===== src/rtl/timer16_map.svh =====
// register offsets, bit positions, reset values and counts of the 16-bit timer
`ifndef TIMER16_MAP_SVH
`define TIMER16_MAP_SVH
`define ADDR_CTRL_A    8'h80
`define ADDR_CTRL_B    8'h81
`define ADDR_CTRL_C    8'h82
`define ADDR_CNT_L     8'h84
`define ADDR_CNT_H     8'h85
`define ADDR_CAP_L     8'h86
`define ADDR_CAP_H     8'h87
`define ADDR_CMPA_L    8'h88
`define ADDR_CMPA_H    8'h89
`define ADDR_CMPB_L    8'h8A
`define ADDR_CMPB_H    8'h8B
`define ADDR_MASK      8'h6F
`define ADDR_FLAGS     8'h36
`define BIT_FILTER     7
`define BIT_EDGE       6
`define BIT_RSV        5
`define BIT_FORCE_A    7
`define BIT_FORCE_B    6
`define BIT_CAP        5
`define BIT_CMPB       2
`define BIT_CMPA       1
`define BIT_OVF        0
`define RESET_CTRL     8'h00
`define RESET_WORD     16'h0000
`define FILTER_SAMPLES 4
`define PRE_W          10
`define PRE_TAP_8      3
`define PRE_TAP_64     6
`define PRE_TAP_256    8
`define PRE_TAP_1024   10
`define TOP_MAX        16'hFFFF
`define TOP_8BIT       16'h00FF
`define TOP_9BIT       16'h01FF
`define TOP_10BIT      16'h03FF
`endif


===== src/rtl/timer16_pkg.sv =====
// types shared by the 16-bit timer modules
package timer16_pkg;
  typedef logic [15:0] word_t;
  typedef enum logic [1:0] {KIND_NORMAL, KIND_CTC, KIND_FAST, KIND_PHASE} wave_kind_t;
endpackage


===== src/rtl/capture_if.sv =====
// capture conditioner to timer core carrier
interface capture_if;
  logic filter_enable;
  logic edge_select;
  logic capture_enable;
  logic trigger;
  modport core (output filter_enable, output edge_select, output capture_enable,
                input trigger);
  modport cond (input filter_enable, input edge_select, input capture_enable,
                output trigger);
endinterface


===== src/rtl/timer16_capture_compare.sv =====
// 16-bit timer core: clock select, counter, compare, capture, flags and registers
// Operation
// - with filter on, capture level changes only after four equal samples
// - edge select bit: zero picks falling edges, one picks rising edges
// - capture trigger copies counter into capture value and sets capture flag
// - when capture value is TOP, pin capture events are disabled
// - clock select: stop, divide 1/8/64/256/1024, external falling, external rising
// - external count pin edges count even when that pin is an output
// - force bit in non-PWM modes forces a compare match on the waveform
// - forced match sets no flag, raises no interrupt, never clears counter
// - force bits are strobes and always read back as zero
// - 16-bit registers move through one shared high-byte latch
// - counter write blocks compare matches on the next timer clock
// - compare registers are compared with the counter continuously
// - capture source is the pin or optionally the analog comparator
// - interrupt request when flag, enable bit and global enable are set
// - with capture value as TOP, capture flag sets when counter hits TOP
// - compare flag sets in the timer clock after counter equals compare
// - flags clear on vector execution or when software writes one
// - overflow flag sets on overflow in Normal/CTC, else per mode point
// - waveform mode picks TOP source, overflow point and compare update point
`include "timer16_map.svh"
module timer16_capture_compare
  import timer16_pkg::*;
(
  input  wire logic       ref_clk_i,            // clock, 50 MHz
  input  wire logic       reset_n_i,            // sync reset, active low
  input  wire logic [7:0] addr_i,               // register location
  input  wire logic [7:0] wdata_i,              // write data
  input  wire logic       wr_i,                 // write strobe
  input  wire logic       rd_i,                 // read strobe
  output logic      [7:0] rdata_o,              // read data, next cycle
  input  wire logic       capture_pin_i,        // capture pin, async
  input  wire logic       comparator_out_i,     // analog comparator, async
  input  wire logic       comparator_select_i,  // capture from comparator
  input  wire logic       ext_count_pin_i,      // external count pin, async
  input  wire logic       global_int_enable_i,  // global interrupt enable
  input  wire logic [3:0] vector_ack_i,         // vector executed: cap,B,A,ovf
  output logic      [3:0] irq_o,                // requests: cap,B,A,ovf
  output logic            compare_a_out_o,      // compare A waveform
  output logic            compare_b_out_o       // compare B waveform
);
  ////////////////////////////////////////////////////////////////////////////
  // state
  logic [7:0]      ctrl_a;
  logic [7:0]      ctrl_b;
  logic [3:0]      mask_v;
  logic [3:0]      flag_v;
  logic [7:0]      temp;
  word_t           cnt;
  word_t           cap_val;
  word_t           ocr_buf [2];
  word_t           ocr_act [2];
  logic [1:0]      force_v;
  logic [1:0]      wave;
  logic            count_up;
  logic            block;
  logic [`PRE_W-1:0] prescale;
  logic            ext_meta;
  logic            ext_sync;
  logic            ext_prev;
  logic [7:0]      rdata;
  logic [3:0]      irq;

  capture_if cap ();

  ////////////////////////////////////////////////////////////////////////////
  // decoding
  function automatic wave_kind_t kind_of(input logic [3:0] m);
    unique case (m)
      4'd4, 4'd12:                       kind_of = KIND_CTC;
      4'd5, 4'd6, 4'd7, 4'd14, 4'd15:    kind_of = KIND_FAST;
      4'd0, 4'd13:                       kind_of = KIND_NORMAL;
      default:                           kind_of = KIND_PHASE;
    endcase
  endfunction

  // four flag/enable bits live at scattered positions of a byte
  function automatic logic [7:0] pack4(input logic [3:0] v);
    pack4 = 8'h00;
    pack4[`BIT_CAP]  = v[3];
    pack4[`BIT_CMPB] = v[2];
    pack4[`BIT_CMPA] = v[1];
    pack4[`BIT_OVF]  = v[0];
  endfunction

  function automatic logic [3:0] unpack4(input logic [7:0] b);
    unpack4 = {b[`BIT_CAP], b[`BIT_CMPB], b[`BIT_CMPA], b[`BIT_OVF]};
  endfunction

  logic [3:0] mode;
  wave_kind_t kind;
  word_t      top;
  logic       icr_top;
  logic       pwm;
  assign mode    = {ctrl_b[4:3], ctrl_a[1:0]};
  assign kind    = kind_of(mode);
  assign pwm     = kind == KIND_FAST || kind == KIND_PHASE;
  assign icr_top = mode == 4'd8 || mode == 4'd10 || mode == 4'd12 || mode == 4'd14;

  always_comb begin
    unique case (mode)
      4'd1, 4'd5:                  top = `TOP_8BIT;
      4'd2, 4'd6:                  top = `TOP_9BIT;
      4'd3, 4'd7:                  top = `TOP_10BIT;
      4'd4, 4'd9, 4'd11, 4'd15:    top = ocr_act[0];
      4'd8, 4'd10, 4'd12, 4'd14:   top = cap_val;
      default:                     top = `TOP_MAX;
    endcase
  end

  ////////////////////////////////////////////////////////////////////////////
  // clock select
  always_ff @(posedge ref_clk_i) begin
    if (!reset_n_i) begin
      prescale <= '0;
    end else begin
      prescale <= prescale + `PRE_W'(1);
    end
  end

  always_ff @(posedge ref_clk_i) begin
    if (!reset_n_i) begin
      ext_meta <= 1'b0;
      ext_sync <= 1'b0;
      ext_prev <= 1'b0;
    end else begin
      ext_meta <= ext_count_pin_i;
      ext_sync <= ext_meta;
      ext_prev <= ext_sync;
    end
  end

  logic tick;
  always_comb begin
    // pin is read regardless of its direction, so software can drive it
    unique case (ctrl_b[2:0])
      3'd0: tick = 1'b0;
      3'd1: tick = 1'b1;
      3'd2: tick = &prescale[`PRE_TAP_8-1:0];
      3'd3: tick = &prescale[`PRE_TAP_64-1:0];
      3'd4: tick = &prescale[`PRE_TAP_256-1:0];
      3'd5: tick = &prescale[`PRE_TAP_1024-1:0];
      3'd6: tick = ext_prev && !ext_sync;
      3'd7: tick = !ext_prev && ext_sync;
    endcase
  end

  ////////////////////////////////////////////////////////////////////////////
  // bus decode
  logic cnt_wr;
  logic cap_wr;
  logic [1:0] ocr_wr;
  assign cnt_wr    = wr_i && addr_i == `ADDR_CNT_L;
  assign cap_wr    = wr_i && addr_i == `ADDR_CAP_L;
  assign ocr_wr[0] = wr_i && addr_i == `ADDR_CMPA_L;
  assign ocr_wr[1] = wr_i && addr_i == `ADDR_CMPB_L;

  always_ff @(posedge ref_clk_i) begin
    if (!reset_n_i) begin
      ctrl_a <= `RESET_CTRL;
      ctrl_b <= `RESET_CTRL;
      mask_v <= '0;
    end else if (wr_i) begin
      if (addr_i == `ADDR_CTRL_A) ctrl_a <= wdata_i;
      if (addr_i == `ADDR_CTRL_B) ctrl_b <= wdata_i & ~(8'h01 << `BIT_RSV);
      if (addr_i == `ADDR_MASK)   mask_v <= unpack4(wdata_i);
    end
  end

  // high byte written first, taken together with the low byte
  always_ff @(posedge ref_clk_i) begin
    if (!reset_n_i) begin
      temp <= 8'h00;
    end else if (wr_i && (addr_i == `ADDR_CNT_H || addr_i == `ADDR_CAP_H ||
                          addr_i == `ADDR_CMPA_H || addr_i == `ADDR_CMPB_H)) begin
      temp <= wdata_i;
    end else if (rd_i) begin
      unique case (addr_i)
        `ADDR_CNT_L:  temp <= cnt[15:8];
        `ADDR_CAP_L:  temp <= cap_val[15:8];
        `ADDR_CMPA_L: temp <= ocr_buf[0][15:8];
        `ADDR_CMPB_L: temp <= ocr_buf[1][15:8];
        default:      temp <= temp;
      endcase
    end
  end

  // force bits are strobes: one cycle, only outside PWM
  always_ff @(posedge ref_clk_i) begin
    if (!reset_n_i) begin
      force_v <= 2'b00;
    end else begin
      force_v <= (wr_i && addr_i == `ADDR_CTRL_C && !pwm) ?
                 {wdata_i[`BIT_FORCE_B], wdata_i[`BIT_FORCE_A]} : 2'b00;
    end
  end

  logic [7:0] next_rdata;
  always_comb begin
    unique case (addr_i)
      `ADDR_CTRL_A: next_rdata = ctrl_a;
      `ADDR_CTRL_B: next_rdata = ctrl_b;
      `ADDR_CTRL_C: next_rdata = 8'h00;
      `ADDR_CNT_L:  next_rdata = cnt[7:0];
      `ADDR_CAP_L:  next_rdata = cap_val[7:0];
      `ADDR_CMPA_L: next_rdata = ocr_buf[0][7:0];
      `ADDR_CMPB_L: next_rdata = ocr_buf[1][7:0];
      `ADDR_CNT_H, `ADDR_CAP_H, `ADDR_CMPA_H, `ADDR_CMPB_H: next_rdata = temp;
      `ADDR_MASK:   next_rdata = pack4(mask_v);
      `ADDR_FLAGS:  next_rdata = pack4(flag_v);
      default:      next_rdata = 8'h00;
    endcase
  end

  always_ff @(posedge ref_clk_i) begin
    if (!reset_n_i) begin
      rdata <= 8'h00;
    end else if (rd_i) begin
      rdata <= next_rdata;
    end
  end
  assign rdata_o = rdata;

  ////////////////////////////////////////////////////////////////////////////
  // counter
  logic top_hit;
  logic bottom_hit;
  assign top_hit    = tick && cnt == top && (kind != KIND_PHASE || count_up);
  assign bottom_hit = tick && kind == KIND_PHASE && !count_up && cnt == `RESET_WORD;

  always_ff @(posedge ref_clk_i) begin
    if (!reset_n_i) begin
      cnt      <= `RESET_WORD;
      count_up <= 1'b1;
    end else if (cnt_wr) begin
      cnt <= {temp, wdata_i};
    end else if (tick) begin
      if (kind != KIND_PHASE) begin
        cnt <= (cnt == top) ? `RESET_WORD : cnt + 16'h0001;
      end else if (count_up) begin
        if (cnt >= top) begin
          count_up <= 1'b0;
          cnt      <= cnt - 16'h0001;
        end else begin
          cnt <= cnt + 16'h0001;
        end
      end else if (cnt == `RESET_WORD) begin
        count_up <= 1'b1;
        cnt      <= cnt + 16'h0001;
      end else begin
        cnt <= cnt - 16'h0001;
      end
    end
  end

  // a counter write hides the compare on the following timer clock
  always_ff @(posedge ref_clk_i) begin
    if (!reset_n_i) begin
      block <= 1'b0;
    end else if (cnt_wr) begin
      block <= 1'b1;
    end else if (tick) begin
      block <= 1'b0;
    end
  end

  ////////////////////////////////////////////////////////////////////////////
  // compare units
  logic [1:0] match;
  logic       upd;
  assign upd = !pwm ? 1'b1 :
               kind == KIND_FAST ? top_hit :
               (mode == 4'd8 || mode == 4'd9) ? bottom_hit : top_hit;

  for (genvar i = 0; i < 2; i++) begin : g_unit
    logic [1:0] com;
    logic       toggle_ok;
    assign com       = ctrl_a[7-2*i -: 2];
    assign toggle_ok = i == 0 && (mode == 4'd9 || mode == 4'd11 || mode >= 4'd14);
    assign match[i]  = tick && !block && !cnt_wr && cnt == ocr_act[i];

    always_ff @(posedge ref_clk_i) begin
      if (!reset_n_i) begin
        ocr_buf[i] <= `RESET_WORD;
        ocr_act[i] <= `RESET_WORD;
      end else begin
        if (ocr_wr[i]) ocr_buf[i] <= {temp, wdata_i};
        if (upd)       ocr_act[i] <= ocr_wr[i] && !pwm ? {temp, wdata_i} : ocr_buf[i];
      end
    end

    always_ff @(posedge ref_clk_i) begin
      if (!reset_n_i) begin
        wave[i] <= 1'b0;
      end else if (!pwm) begin
        if (match[i] || force_v[i]) begin
          unique case (com)
            2'b00: wave[i] <= wave[i];
            2'b01: wave[i] <= !wave[i];
            2'b10: wave[i] <= 1'b0;
            2'b11: wave[i] <= 1'b1;
          endcase
        end
      end else if (com == 2'b01) begin
        if (match[i] && toggle_ok) wave[i] <= !wave[i];
      end else if (com[1]) begin
        if (match[i]) begin
          wave[i] <= kind == KIND_FAST ? com[0] : (count_up ? com[0] : !com[0]);
        end else if (kind == KIND_FAST && top_hit) begin
          wave[i] <= !com[0];
        end
      end
    end
  end
  assign compare_a_out_o = wave[0];
  assign compare_b_out_o = wave[1];

  ////////////////////////////////////////////////////////////////////////////
  // capture
  assign cap.filter_enable  = ctrl_b[`BIT_FILTER];
  assign cap.edge_select    = ctrl_b[`BIT_EDGE];
  assign cap.capture_enable = !icr_top;

  capture_cond u_capture_cond (
    .ref_clk_i           (ref_clk_i),
    .reset_n_i           (reset_n_i),
    .capture_pin_i       (capture_pin_i),
    .comparator_out_i    (comparator_out_i),
    .comparator_select_i (comparator_select_i),
    .cap                 (cap)
  );

  // a pin capture outranks a software write to the same register
  always_ff @(posedge ref_clk_i) begin
    if (!reset_n_i) begin
      cap_val <= `RESET_WORD;
    end else if (cap.trigger && !icr_top) begin
      cap_val <= cnt;
    end else if (cap_wr) begin
      cap_val <= {temp, wdata_i};
    end
  end

  ////////////////////////////////////////////////////////////////////////////
  // flags and requests
  logic [3:0] set_v;
  logic [3:0] w1c_v;
  assign set_v[3] = icr_top ? top_hit : cap.trigger;
  assign set_v[2] = match[1];
  assign set_v[1] = match[0];
  assign set_v[0] = (kind == KIND_NORMAL || kind == KIND_CTC) ?
                    tick && cnt == `TOP_MAX :
                    kind == KIND_FAST ? top_hit : bottom_hit;
  assign w1c_v = (wr_i && addr_i == `ADDR_FLAGS) ? unpack4(wdata_i) : 4'h0;

  always_ff @(posedge ref_clk_i) begin
    if (!reset_n_i) begin
      flag_v <= 4'h0;
    end else begin
      flag_v <= (flag_v & ~w1c_v & ~vector_ack_i) | set_v;
    end
  end

  always_ff @(posedge ref_clk_i) begin
    if (!reset_n_i) begin
      irq <= 4'h0;
    end else begin
      irq <= flag_v & mask_v & {4{global_int_enable_i}};
    end
  end
  assign irq_o = irq;
endmodule // timer16_capture_compare


===== src/rtl/capture_cond.sv =====
// capture pin synchroniser, noise filter and edge detector
`include "timer16_map.svh"
module capture_cond (
  input  wire logic ref_clk_i,            // reference clock
  input  wire logic reset_n_i,            // sync reset, active low
  input  wire logic capture_pin_i,        // capture pin, async
  input  wire logic comparator_out_i,     // analog comparator output, async
  input  wire logic comparator_select_i,  // take comparator instead of pin
  capture_if.cond   cap                   // to timer core
);
  logic                         src_meta;
  logic                         src_sync;
  logic [`FILTER_SAMPLES-1:0]   samples;
  logic                         filtered;
  logic                         trigger;

  // mux ahead of the synchroniser so only one async path is sampled
  always_ff @(posedge ref_clk_i) begin
    if (!reset_n_i) begin
      src_meta <= 1'b0;
      src_sync <= 1'b0;
    end else begin
      src_meta <= comparator_select_i ? comparator_out_i : capture_pin_i;
      src_sync <= src_meta;
    end
  end

  always_ff @(posedge ref_clk_i) begin
    if (!reset_n_i) begin
      samples  <= '0;
      filtered <= 1'b0;
    end else begin
      samples <= {samples[`FILTER_SAMPLES-2:0], src_sync};
      if (!cap.filter_enable) begin
        filtered <= src_sync;
      end else if (&samples || ~|samples) begin
        filtered <= samples[0];
      end
    end
  end

  always_ff @(posedge ref_clk_i) begin
    if (!reset_n_i) begin
      trigger <= 1'b0;
    end else begin
      // edge seen on the filtered level; disabled capture drops it here
      trigger <= cap.capture_enable && (samples[0] != filtered || !cap.filter_enable)
                 && (cap.filter_enable ? samples[0] : src_sync) == cap.edge_select
                 && (cap.filter_enable ? (&samples || ~|samples) : src_sync != filtered);
    end
  end
  assign cap.trigger = trigger;
endmodule // capture_cond


===== config.mk =====
export PLATFORM = sky130hd
export DESIGN_NAME = timer16_capture_compare
export DESIGN_NICKNAME = d
export VERILOG_FILES = /design/src/rtl/timer16_pkg.sv /design/src/rtl/capture_if.sv /design/src/rtl/timer16_capture_compare.sv /design/src/rtl/capture_cond.sv
export VERILOG_INCLUDE_DIRS = /design/src /design/src/rtl
export SDC_FILE = /design/constraint.sdc
export NUM_CORES = 1
export LEC_CHECK = 0
export BUFFER_PORTS_ARGS = -buffer_cell sky130_fd_sc_hd__buf_4
export CORE_AREA = 2 2 159 161
export CTS_CLUSTER_DIAMETER = 150
export DETAILED_ROUTE_END_ITERATION = 10
export DIE_AREA = 0 0 161 163
export HOLD_SLACK_MARGIN = 0.08
export SLEW_MARGIN = 10
export SYNTH_ARGS = -nofsm -noshare
export SYNTH_HDL_FRONTEND = slang
export SYNTH_SLANG_ARGS = --single-unit

===== constraint.sdc =====
create_clock -name ref_clk_i -period 4.3 [get_ports ref_clk_i]
set_input_delay 0.43 -clock ref_clk_i [delete_from_list [all_inputs] [get_ports ref_clk_i]]
set_output_delay 0.43 -clock ref_clk_i [all_outputs]
set_load 0.05 [all_outputs]

==> impl_metrics.tcl <==
set metrics [dict create \
    portBuffers 42 \
    worstHoldStart "ext_count_pin_i" \
    place_area_sq_um 10500 \
    fin_nets 1199 \
    place.gp.congestion 0.929 \
    top_layer_used "met4" \
    htree_levels 4 \
    drive_above_1_share_pct 12.3 \
    hold_depth 2 \
    reg2reg_slack_ns 0.49 \
    cp.required_ns 4.63 \
    r2r-end "cnt[11]" \
    cp_num_buf_inv 0 \
    fin_crit_sh_pct 88.7 \
    antennaDiodeCount 0 \
    r2r_cells 12 \
    numCtsBuffers 17 \
    reg2reg_from "ctrl_a[1]" \
    yosysTopAreaCell "dfxtp_1" \
    remaining_drc_errors 0 \
    ys_seq_elements 166 \
    grtUsageTotal_pct 25.0 \
    first_global_vias 8485 \
    dp_hpwl_mm 22.6 \
    tightest_slew_ns 1.06 \
    hold_buffers 0 \
    drt-pass1-iter-count 6 \
    ys_warn_count 0 \
    post_cts_buffers 0 \
    vias 8906 \
    wl_met2_mm 14.4 \
    synth-edff-count 64 \
    whs_ns 0.199 \
    start_util_pct 40.1 \
    syn_area_sq_um 9890 \
    die_x_um 161 \
    setup.worst_path.class "reg2reg" \
    setup_viol 0 \
    avgSynthCellArea_sq_um 8.62 \
    cts.path.max_buffers 2 \
    worstSetupStartpointType "flip-flop" \
    final_hold_viol_count 0 \
    crit_family "simple AND/OR/NAND/NOR gates" \
    fmax_mhz 262 \
    wl_per_cell_um 21.8 \
    slowest_stage "or4_1" \
    hold_path.class "in2reg" \
    powerDensity_nw_per_um2 323 \
    maxSlewHeadroom_pct 29.2 \
    io-pin-count 43 \
    critPathArrivalTime_ns 4.15 \
    fin_crit_ns 3.81 \
    cts_tree "done" \
    hold_end "ext_meta" \
    clock_latency_ns 0.45 \
    grt-ovfl-total 0 \
    antenna_found_initial 0 \
    synthTopCellsByCount "129 x nor2_1, 119 x nand2_1, 102 x dfxtp_1, 84 x a21oi_1, 69 x clkbuf_1" \
    synth_flop_cell "dfxtp_1" \
    cts_resized 0 \
    vdd_drop_max_v 0.000207 \
    fp-row-count 58 \
    finalSetupTns_ns 0 \
    critical_path.cell_chain "or2_2 > nor2_1 > a21oi_1 > ha_1 > nand4_1 > or4_1 > a221oi_2 > or4_1 > nand2_2 > mux2_1 > a22oi_1 > nand2b_1" \
    p_leak_uw 0.00434 \
    status "finished clean" \
    m1WireLength_mm 14.4 \
    crit_fanout 12 \
    clock-sinks 166 \
    cpMostUsedCell "or4_1" \
    drv_cap 0 \
    fin_skew_ns 0.0153 \
    ant_nets 0 \
    synthArstFlopShare_pct 0 \
    die_y_um 163 \
    core_sq_um 24700 \
    synthTopCellsByArea "dfxtp_1 21%, edfxtp_1 19%, mux2i_1 5.9%" \
    dr_wl_met3_mm 2.92 \
    final-max-slew-violation-count 0 \
    end_kind "flip-flop" \
    drtIter0Drc 974 \
    slowest_delay_ns 0.64 \
    die-area_sq_um 26200 \
    syn_nets 1198 \
    ys_types 74 \
    final_cell_area_sq_um 11100 \
    syn_inst 1147 \
    cts_root_buffer "clkbuf_16" \
    grt_max_degree 43 \
    clk_pin_slew_ns 0.08 \
    yosysSeqAreaShare_pct 40.1 \
    yosysMostFrequentCell "nor2_1" \
    yosysTopAreaCellShare_pct 20.7 \
    grt_setup_unrepaired "false" \
    drt-total-wl_mm 32.5 \
    grt_pass1_wl_mm 50.1 \
    syn_to_final_growth_pct 12.4 \
    viasPerCell 5.97 \
]
==> how the worst max path moves through the flow <==
stage                     startpoint               to  slack [ns]  cells after the start
after floorplan            ctrl_b[4]    ocr_act[0][0]        0.46                     13
after detailed placement   ctrl_a[0]           cnt[7]        0.51                     12
after global routing       ctrl_a[1]  compare_b_out_o        0.11                     11
after global placement     ctrl_a[0]           cnt[4]        0.58                     12
final                      ctrl_a[1]          cnt[11]        0.49                     12
after CTS                  ctrl_a[1]           cnt[7]        0.50                     12
==> layout make-up <==
type	count	area (sq um)
timing repair buffer	69	518
tap	330	413
inverter	27	101
fill	2453	13600
sequential	166	3960
multi-input combinational	867	5480
clock buffer	17	425
clock inverter	15	204
==> placed cells by master, fill, tap and decap left out, types with 42 or more instances in the layout <==
master | netlist | final
o21ai_0 | 43 | 42
dfxtp_1 | 102 | 102
nor2_1 | 129 | 129
buf_4 | 1 | 69
and2_1 | 45 | 45
a21oi_1 | 84 | 84
nand2_1 | 119 | 119
mux2i_1 | 58 | 58
nand3_1 | 44 | 44
edfxtp_1 | 64 | 64
==> metal layers <==
metal | vias up | global-route usage [%]
li1 | 4151 | -
met1 | 4242 | 34.8
met2 | 452 | 38.9
met3 | 61 | 5.12
met4 | 0 | 8.08
met5 | - | 0
==> state kept, by name (all words and copies together) (netlist names), 2 cells and up <==
name	cells
ocr_act	32
ocr_buf	32
ctrl_a	8
u_capture_cond.samples	4
force_v	2
rdata_o	8
temp	8
cnt	16
mask_v	4
flag_v	4
irq_o	4
ctrl_b	7
cap_val	16
prescale	10
==> logic make-up after synthesis <==
group / after synthesis / share of synthesized area, %
AND/OR/NAND/NOR: 477 / 24.3
AO/OA/AOI/OAI: 247 / 16.5
flip-flops: 166 / 40.1
buffers and inverters: 114 / 4.58
multiplexers: 72 / 7.47
XOR/XNOR: 49 / 4.34
adder cells (fa/ha/maj): 22 / 2.78
==> stage by stage <==
step / total power [uW] / setup WS, ns / std cells / utilization [%]
6_report: 3590 / 0.487 / 1491 / 45.0
3_3_place_gp: 1940 / 0.576 / 1459 / 42.5
5_1_grt: 3680 / 0.108 / 1491 / 45.0
3_5_place_dp: 1940 / 0.506 / 1459 / 42.5
2_1_floorplan: 1860 / 0.458 / 1147 / -
4_1_cts: 3600 / 0.504 / 1491 / 45.0
==> power by group <==
| part | leakage (uW) | internal, uW | total, uW | switching, uW |
|---|---|---|---|---|
| combinational | 0.00252 | 75.4 | 208 | 132 |
| sequential | 0.00152 | 1670 | 1700 | 35.9 |
| clock | 0.000305 | 895 | 1680 | 783 |
| total | 0.00434 | 2640 | 3590 | 951 |
Power figures use the tool's default switching activity.
